### config.mk
export PLATFORM = sky130hd
export DESIGN_NAME = ftm_mode_ctrl
export DESIGN_NICKNAME = d
export VERILOG_FILES = /design/src/ftm_pkg.sv /design/src/ftm_mode_ctrl.sv
export SDC_FILE = /design/constraint.sdc
export NUM_CORES = 2
export LEC_CHECK = 0
export BUFFER_PORTS_ARGS = -buffer_cell sky130_fd_sc_hd__buf_2
export CAP_MARGIN = 10
export CORE_MARGIN = 3
export CORE_UTILIZATION = 40
export CTS_CLUSTER_SIZE = 25
export DETAILED_ROUTE_END_ITERATION = 8
export GPL_TIMING_DRIVEN = 0
export PLACE_DENSITY_LB_ADDON = 0.15
export SKIP_CTS_REPAIR_TIMING = 1
export SLEW_MARGIN = 30
export SYNTH_ARGS = -nofsm -noshare
export SYNTH_HDL_FRONTEND = slang
export SYNTH_SLANG_ARGS = --single-unit
### constraint.sdc
create_clock -name clk_sys -period 70.6 [get_ports clk_sys]
set_input_delay 14.12 -clock clk_sys [delete_from_list [all_inputs] [get_ports clk_sys]]
set_output_delay 14.12 -clock clk_sys [all_outputs]
set_load 0.02 [all_outputs]
### src/ftm_pkg.sv
package ftm_pkg;
   // timebase
   localparam int unsigned CLK_HZ              = 10_000_000;
   localparam int unsigned CLK_PERIOD_NS       = 100;
   // torch entry / shutdown delays, least times in ms
   localparam int unsigned TORCH_ENTRY_MS      = 5;
   localparam int unsigned SHUTDOWN_DELAY_MS   = 5;
   localparam int unsigned TORCH_ENTRY_CYC     = (TORCH_ENTRY_MS * 1_000_000 + CLK_PERIOD_NS - 1) / CLK_PERIOD_NS;
   localparam int unsigned SHUTDOWN_DELAY_CYC  = (SHUTDOWN_DELAY_MS * 1_000_000 + CLK_PERIOD_NS - 1) / CLK_PERIOD_NS;
   // flash timeout, nominal ms
   localparam int unsigned FLASH_TIMEOUT_MS    = 670;
   localparam int unsigned FLASH_TIMEOUT_CYC   = (FLASH_TIMEOUT_MS * 10_000) / (CLK_PERIOD_NS / 100) / 10 * 10;
   // minimum pwm high time, us
   localparam int unsigned PWM_MIN_HIGH_US     = 5;
   localparam int unsigned PWM_MIN_HIGH_CYC    = (PWM_MIN_HIGH_US * 1000 + CLK_PERIOD_NS - 1) / CLK_PERIOD_NS;
   // thermal thresholds, degrees C
   localparam int unsigned THERM_REG_C         = 100;
   localparam int unsigned THERM_SD_C          = 143;
   localparam int unsigned THERM_HYS_C         = 30;
   // duty / scale / temperature widths, thermal shift
   localparam int unsigned DUTY_W              = 8;
   localparam int unsigned FS_W                = 10;
   localparam int unsigned TEMP_W              = 8;
   localparam int unsigned THERM_SHIFT         = 1;
   // modes
   typedef enum logic [1:0] {
      FTM_SHUTDOWN,
      FTM_ACTIVE,
      FTM_FLASH,
      FTM_TORCH
   } ftm_mode_t;
endpackage : ftm_pkg

### src/ftm_mode_ctrl.sv
`timescale 1ns/10ps
// Overview of operation
// power-up holds shutdown until valid pulse
// short high pulse enters active mode
// flash request rising edge enters flash
// flash current is flash scale times duty
// high pulse over 5 ms requests torch
// long pulse fall clears current control
// torch current is torch scale times duty
// flash timeout turns flash current off
// flash at 100C reduces sink currents
// thermal shutdown at 143C, 30C hysteresis
// torch exits after 5 ms low
// host holds pwm high at least 5 us
// flash only while flash request high
// flash request low, 5 ms low: shutdown
// host pwm frequency above 15 kHz
// timeout latches until request re-armed
// duty is high time over period
module ftm_mode_ctrl #(
   parameter int unsigned TORCH_ENTRY_CYC   = ftm_pkg::TORCH_ENTRY_CYC,
   parameter int unsigned SHUTDOWN_CYC      = ftm_pkg::SHUTDOWN_DELAY_CYC,
   parameter int unsigned FLASH_TIMEOUT_CYC = ftm_pkg::FLASH_TIMEOUT_CYC,
   parameter int unsigned DUTY_W            = ftm_pkg::DUTY_W,
   parameter int unsigned FS_W              = ftm_pkg::FS_W,
   parameter int unsigned TEMP_W            = ftm_pkg::TEMP_W
) (
   // clock and reset
   input  wire logic                clk_sys,
   input  wire logic                arst_n,
   // host pins (asynchronous)
   input  wire logic                flash_request_pin,
   input  wire logic                dim_torch_pin,
   // full-scale settings and die temperature
   input  wire logic [FS_W-1:0]     flash_full_scale,
   input  wire logic [FS_W-1:0]     torch_full_scale,
   input  wire logic [TEMP_W-1:0]   die_temp,
   // sink current commands and status
   output logic [FS_W-1:0]          sink_channel_a,
   output logic [FS_W-1:0]          sink_channel_b,
   output ftm_pkg::ftm_mode_t       mode,
   output logic                     flash_timed_out,
   output logic                     thermal_shutdown
);
   localparam int CW = 32;

   // two-flop synchronisers for both pins
   logic [1:0] sync_flash;
   logic [1:0] sync_dim;
   always_ff @(posedge clk_sys or negedge arst_n) begin
      if (!arst_n) begin
         sync_flash <= 2'h0;
         sync_dim   <= 2'h0;
      end else begin
         sync_flash <= {sync_flash[0], flash_request_pin};
         sync_dim   <= {sync_dim[0], dim_torch_pin};
      end
   end
   wire logic fr = sync_flash[1];
   wire logic dm = sync_dim[1];

   // pin history, counters, duty measurement, mode
   logic                 fr_d, dm_d;
   logic [CW-1:0]        high_cnt, low_cnt, per_cnt, hi_acc, flash_cnt;
   logic [DUTY_W-1:0]    duty;
   ftm_pkg::ftm_mode_t   next_mode;
   logic                 next_fr_d, next_dm_d, next_timed_out, next_tsd;
   logic [CW-1:0]        next_high_cnt, next_low_cnt, next_per_cnt, next_hi_acc, next_flash_cnt;
   logic [DUTY_W-1:0]    next_duty;
   logic [FS_W-1:0]      next_sink;
   logic [FS_W+DUTY_W-1:0] prod;

   wire logic fr_rise  = fr & ~fr_d;
   wire logic dm_rise  = dm & ~dm_d;
   wire logic dm_fall  = ~dm & dm_d;
   wire logic long_hi  = dm_fall && (high_cnt >= CW'(TORCH_ENTRY_CYC));
   wire logic long_lo  = ~dm && (low_cnt >= CW'(SHUTDOWN_CYC));

   // next-state computation
   always_comb begin
      next_fr_d      = fr;
      next_dm_d      = dm;
      next_mode      = mode;
      next_timed_out = flash_timed_out;
      next_tsd       = thermal_shutdown;
      next_high_cnt  = dm ? ((dm_rise) ? CW'(1) : high_cnt + CW'(1)) : high_cnt;
      next_low_cnt   = dm ? '0 : ((low_cnt == '1) ? low_cnt : low_cnt + CW'(1));
      next_per_cnt   = per_cnt + CW'(1);
      next_hi_acc    = dm ? hi_acc + CW'(1) : hi_acc;
      next_duty      = duty;
      next_flash_cnt = flash_cnt;
      prod           = '0;
      next_sink      = '0;
      // duty update once per period at each rising edge
      if (dm_rise) begin
         if (per_cnt != '0)
            next_duty = DUTY_W'(((hi_acc << DUTY_W) - hi_acc) / per_cnt);
         next_per_cnt = CW'(1);
         next_hi_acc  = CW'(1);
      end
      // long pulse fall resets current control; torch entry
      if (long_hi && !fr) begin // see
         next_duty  = '0;
         // restart the period measurement so the long pulse never leaks into the first duty
         next_per_cnt = '0;
         next_hi_acc  = '0;
         next_mode  = ftm_pkg::FTM_TORCH;
      end else if (dm_fall && mode == ftm_pkg::FTM_SHUTDOWN) begin
         next_mode  = ftm_pkg::FTM_ACTIVE; // see
      end
      // flash request only acts while high
      if (fr_rise && mode != ftm_pkg::FTM_SHUTDOWN) begin
         next_mode      = ftm_pkg::FTM_FLASH;
         next_flash_cnt = '0;
         next_timed_out = 1'b0;
      end else if (!fr && mode == ftm_pkg::FTM_FLASH) begin
         next_mode = ftm_pkg::FTM_ACTIVE;
      end
      if (mode == ftm_pkg::FTM_FLASH && !flash_timed_out) begin
         next_flash_cnt = flash_cnt + CW'(1);
         if (flash_cnt + CW'(1) >= CW'(FLASH_TIMEOUT_CYC))
            next_timed_out = 1'b1; // see
      end
      // low for the shutdown delay with flash request low
      if (!fr && long_lo && mode != ftm_pkg::FTM_SHUTDOWN) begin // see
         next_mode = ftm_pkg::FTM_SHUTDOWN;
         next_duty = '0;
      end
      // thermal shutdown with hysteresis
      if (die_temp >= TEMP_W'(ftm_pkg::THERM_SD_C))
         next_tsd = 1'b1;
      else if (die_temp <= TEMP_W'(ftm_pkg::THERM_SD_C - ftm_pkg::THERM_HYS_C))
         next_tsd = 1'b0;
      // current scaling
      if (mode == ftm_pkg::FTM_FLASH && !flash_timed_out)
         prod = flash_full_scale * duty;
      else if (mode == ftm_pkg::FTM_TORCH)
         prod = torch_full_scale * duty;
      next_sink = prod[FS_W+DUTY_W-1:DUTY_W];
      // thermal regulation halves flash current at 100C; trades light for staying out of shutdown
      if (mode == ftm_pkg::FTM_FLASH && die_temp >= TEMP_W'(ftm_pkg::THERM_REG_C))
         next_sink = next_sink >> ftm_pkg::THERM_SHIFT;
      if (thermal_shutdown)
         next_sink = '0;
   end

   // registers
   always_ff @(posedge clk_sys or negedge arst_n) begin
      if (!arst_n) begin
         fr_d             <= 1'b0;
         dm_d             <= 1'b0;
         mode             <= ftm_pkg::FTM_SHUTDOWN;
         flash_timed_out  <= 1'b0;
         thermal_shutdown <= 1'b0;
         high_cnt         <= '0;
         low_cnt          <= '0;
         per_cnt          <= '0;
         hi_acc           <= '0;
         duty             <= '0;
         flash_cnt        <= '0;
         sink_channel_a   <= '0;
         sink_channel_b   <= '0;
      end else begin
         fr_d             <= next_fr_d;
         dm_d             <= next_dm_d;
         mode             <= next_mode;
         flash_timed_out  <= next_timed_out;
         thermal_shutdown <= next_tsd;
         high_cnt         <= next_high_cnt;
         low_cnt          <= next_low_cnt;
         per_cnt          <= next_per_cnt;
         hi_acc           <= next_hi_acc;
         duty             <= next_duty;
         flash_cnt        <= next_flash_cnt;
         sink_channel_a   <= next_sink;
         sink_channel_b   <= next_sink;
      end
   end
endmodule : ftm_mode_ctrl

## Yosys cells after proc, flatten, opt, wreduce, memory -nomap -nowiden

Cells that the tools add are included.

| storage, ports and cells | value |
|---|---|
| register bits after elaboration | 188 |
| bits of input ports | 32 |
| output and inout port bits | 24 |
| logic and storage cells | 89 |

| operators by class | value |
|---|---|
| add/sub/neg operators | 6 |
| $mul | 2 |
| divide/modulo/power cells | 1 |
| magnitude comparators | 6 |
| equality and inequality tests | 4 |
| muxes and demuxes | 28 |
| bitwise gates (word level) | 6 |
| reductions and logical operators | 22 |

Operators with widths:

| kind | count |
|---|---|
| 32-bit two-way mux | 10 |
| 32-bit by 1-bit adder with 32-bit output, second input constant | 5 |
| 32-bit by 16-bit greater-or-equal comparator with 1-bit output, second input constant | 2 |
| 10-bit by 8-bit multiplier with 18-bit output | 2 |
| 18-bit two-way mux | 2 |
| 32-bit by 32-bit divider with 32-bit output | 1 |
| 32-bit == test, second input constant | 1 |
| 32-bit by 23-bit greater-or-equal comparator with 1-bit output, second input constant | 1 |
| 8-bit two-way mux | 4 |
| 32-bit nonzero test | 1 |
| 32-bit subtractor | 1 |
| 10-bit two-way mux | 2 |
| 1-bit logical AND | 10 |
| 2-bit two-way mux | 5 |
| 3-bit nonzero test | 3 |
| 8-bit by 7-bit greater-or-equal comparator with 1-bit output, second input constant | 1 |
| 8-bit greater-or-equal comparator, second input constant | 1 |
| 8-bit by 7-bit <= comparator with 1-bit output, second input constant | 1 |
| 2-bit nonzero test | 3 |
| 1-bit two-way mux | 5 |
| 5-bit nonzero test | 1 |
| 2-bit == test, second input constant | 2 |
| 1-bit AND | 3 |
| 1-bit inverter | 3 |
| other kinds (4) | 5 |

## Longest topological paths before layout

| logic depth | value |
|---|---|
| word-level depth | 8 |
| gate-level depth with buffers | 359 |
| gate-level depth less buffers | 328 |

## Worst setup path before layout

No wires, ideal clock.

| path | value |
|---|---|
| kind | register -> register |
| from | register hi_acc[12] |
| to | register duty[0] |
| library setup time | 121 ps |
| arrival | 71,935 ps |
| data required time | 70,479 ps |
| setup slack | -1,456 ps |
| stages on the path, launching flop included | 323 |
| buffers on the path | 46 |
| cell sequence | dfrtp_1 > inv_1 > ha_1 > clkbuf_1 > a21o_1 > or4_1 > a221oi_1 > o211ai_1 > and3_1 > or2_2 > ha_1 > a311oi_1 > a31oi_1 > ha_1 > o21ai_0 > nor2b_1 > nor2_1 > o31ai_1 > [... 287 more ...] > a31oi_1 > clkbuf_1 > o21ai_0 > ha_1 > a21o_1 > a21o_1 > a21oi_1 > nor2b_1 > o21ai_0 > nand2b_1 > a21oi_1 > nor2b_1 > o2111ai_1 > a21oi_1 > nor3b_1 > o21ai_0 > a221o_1 > a22o_1 |

| on the way | value |
|---|---|
| longest elaborated chain between the ends | 6 |

Ends and longest elaborated chain:

| item | line | text |
|---|---|---|
| start: declaration | ftm_mode_ctrl.sv:64 | `logic [CW-1:0] high_cnt, low_cnt, per_cnt, hi_acc, flash_cnt;` |
| start signal: assignment | ftm_mode_ctrl.sv:172 | `hi_acc <= next_hi_acc;` |
| 32-bit subtractor | ftm_mode_ctrl.sv:97 | `next_duty = DUTY_W'(((hi_acc << DUTY_W) - hi_acc) / per_cnt);` |
| 32-bit by 32-bit divider with 32-bit output | ftm_mode_ctrl.sv:97 |  |
| 8-bit two-way mux | ftm_mode_ctrl.sv:96 | `if (per_cnt != '0)` |
| 8-bit two-way mux | ftm_mode_ctrl.sv:95 | `if (dm_rise) begin` |
| 8-bit two-way mux | ftm_mode_ctrl.sv:102 | `if (long_hi && !fr) begin` |
| 8-bit two-way mux | ftm_mode_ctrl.sv:125 | `if (!fr && long_lo && mode != ftm_pkg::FTM_SHUTDOWN) begin` |
| end signal: assignment | ftm_mode_ctrl.sv:173 | `duty <= next_duty;` |
| end: declaration | ftm_mode_ctrl.sv:65 | `logic [DUTY_W-1:0] duty;` |

No other way between the ends. The select of a mux whose other input is x is not followed.
A chain may end at the register's enable or synchronous reset.

## Worst setup path after layout

| path | value |
|---|---|
| from | register hi_acc[10] |
| to | register duty[0] |

Same word-level chain as after synthesis.

==> impl_metrics.yaml <==
outcome:
  outcome: "finished, final reports clean"
drt:
  drt_iter0_markers: 4136
  wl_per_cell_um: 20.76
  routed_wl_um: 164700
  dr.pass1.iters: 6
  dr_total_vias: 47460
  drtAntennaViolNets: 0
  avgViaCountPerCell: 5.981
  drcViolationCount: 0
global_routing:
  grt_max_degree: 81
  grt_pass1_vias: 42900
  grt_antenna_before_repair: 1
  track_usage_pct: 26.52
  grt_pass1_wl_um: 246300
  grt_overflow: 0
worst_setup_path:
  endpoint_kind: "flip-flop"
  slowest_delay_ps: 650
  critPathSlowestCell: "or4b_2"
  path_max_fanout: 10
  required_ps: 70960
  start_kind: "flip-flop"
  cpMostUsedCell: "buf_6"
  cp_data_arrival_time_ps: 69750
  critPathKind: "flip-flop to flip-flop"
job:
  drv_cap: 0
sta:
  worstMarginPinSlew_ps: 1126
  finalCritPeriodShare_pct: 98.28
  fmax_mhz: 14.41
  setup_viol: 0
  maxSlewHeadroom_pct: 24.83
  fin_worst_skew_ps: 20.27
  hold_viol_final: 0
  maxSlewViolCount: 0
  layout_min_cycle_time_ps: 69390
  final.setup.worst_slack_ps: 1213
clock_network:
  path_clk_slew_ps: 80
  insertion_delay_ps: 490
  cts_sinks: 188
  ctsHtreeMaxLevel: 4
  clk_path_buf_depth: 2
  cts_buffers: 17
  cts_root_buf: "clkbuf_16"
  tritoncts: "done"
floorplan:
  die_area_um2: 115100
  core_area_um2: 109500
  pin_count: 56
  dieWidth_um: 339.2
  rows: 121
  dieHeight_um: 339.2
  floorplan.initialDensity_pct: 40.57
cells_and_area:
  drive_gt1_share_pct: 17.17
  final_core_util_pct: 48.89
  final_common_cell: "nor2_1"
  finalNetCount: 7205
  antenna_cells: 0
  area_growth_pct: 20.51
  final_cell_mix: "645 x nor2_1, 631 x nand2_1, 561 x ha_1"
logic_synthesis:
  synth-seq-area-share_pct: 10.59
  synth-edff-count: 0
  ys_ff_latch: 188
  ys_types: 98
  synth_nets: 6878
  synth_cells: 6118
  synth-main-ff-cell: "dfrtp_1"
  async_flop_share_pct: 100.0
  netlist_area_um2: 44410
  yosysWarnings: 0
  syn_area_per_cell_um2: 7.258
placed_design:
  io_buffers: 53
  gp_routability_congestion: 0.9455
  preCtsSetupSlack_ps: -26380
  dp_hpwl_um: 128100
hold_path:
  min_path_type: "flip-flop to flip-flop"
==> sequential cells by signal, summed over array words and instances, names as in the netlist <==
signal / flops
dm_d: 1
duty: 8
flash_cnt: 32
flash_timed_out: 1
fr_d: 1
hi_acc: 32
high_cnt: 32
low_cnt: 32
mode: 2
per_cnt: 32
sink_channel_b: 10
sync_dim: 2
sync_flash: 2
thermal_shutdown: 1
==> through the flow <==
stage	cells	instance area (µm²)	hold WS (ps)	setup TNS (ps)
floorplan	6118	44480	331.2	0
finish	7934	53510	361.3	0
global placement	7647	46590	337.0	-113020
detailed placement	7662	47010	347.0	-106170
CTS	7694	47630	364.4	-108450
global route	7934	53510	363.9	-905.4
==> critical path, delay by kind of cell (launching register included) <==
family                     cells  cell delay, ps
AOI/OAI and AO/OA            166           33920
adders and majority gates     33            8970
buffers and inverters         47            7000
DFF                            1             430
muxes                          4            1320
and+or+nand+nor               77           17420
==> routing by layer <==
| layer | global-route usage (%) | wire [µm] | part of all wire, % | vias up |
|---|---|---|---|---|
| li1 | - | - | - | 22900 |
| met1 | 38.25 | 77070 | 47 | 22770 |
| met2 | 42.39 | 73380 | 45 | 1549 |
| met3 | 2.490 | 10070 | 6.1 | 237 |
| met4 | 6.609 | 4193 | 2.5 | 0 |
| met5 | 0 | 0 | 0 | - |
==> cell type report <==
cell class              instances  area [µm²]
well taps                    1476        1847
clock inverters                14       190.2
plain buffers                 184        1501
multi-input cells            5401       41000
flip-flops and latches        188        4710
inverters                     331        1272
fillers                     10830       55940
clock buffers                  18       429.2
repair buffers                322        2567
==> worst paths after layout <==
check	slack, ps	from	to	depth (start not counted)
setup / recovery	1210	hi_acc[10]$_DFFE_PN0P_	duty[0]$_DFFE_PN0P_	327
hold / removal	360	sync_dim[0]$_DFF_PN0_	sync_dim[1]$_DFF_PN0_	0
setup reg to reg	1210	hi_acc[10]$_DFFE_PN0P_	duty[0]$_DFFE_PN0P_	327
hold reg to reg	360	sync_dim[0]$_DFF_PN0_	sync_dim[1]$_DFF_PN0_	0
max in group asynchronous	55950	arst_n	hi_acc[8]$_DFFE_PN0P_	3
min in group asynchronous	13540	arst_n	flash_cnt[2]$_DFFE_PN0P_	1
==> kinds of logic (layout without fill, tap and decap cells) <==
kind of cell / count (synthesis) / count (layout) / synth area share, %
AO/OA/AOI/OAI: 1765 / 1765 / 26.16
XOR/XNOR: 478 / 478 / 9.428
adder cells (fa/ha/maj): 728 / 728 / 22.10
buffers and inverters: 529 / 869 / 4.660
flip-flops: 188 / 188 / 10.59
multiplexers: 91 / 91 / 2.240
AND/OR/NAND/NOR: 2339 / 2339 / 24.81
==> synthesized netlist by cell type, drive strengths merged (31+ instances only) <==
cell type,instances,area [µm²]
a211oi,53,397.9
nor4,53,344.1
fa,94,1882
nor3,182,927.1
nand2,656,2465
o31ai,58,445.4
a21o,173,1299
xor2,185,1620
nand3,187,948.4
buf,38,224.0
o21ai,375,1877
xnor2,293,2566
nor2,679,2565
and3,71,444.2
nand2b,65,406.6
or3,74,462.9
or2,36,225.2
a31oi,82,519.3
o22ai,31,193.9
and2,124,775.8
nand4,78,488.0
o21bai,38,285.3
dfrtp,188,4705
inv,331,1242
o21a,136,1021
nor2b,67,419.2
clkbuf,160,603.1
ha,634,7933
mux2,67,754.5
a21oi,443,2225
o211ai,61,457.9
Power is not shown: default switching activity piles up to over one toggle a cycle in this logic, so the estimate is an artifact.
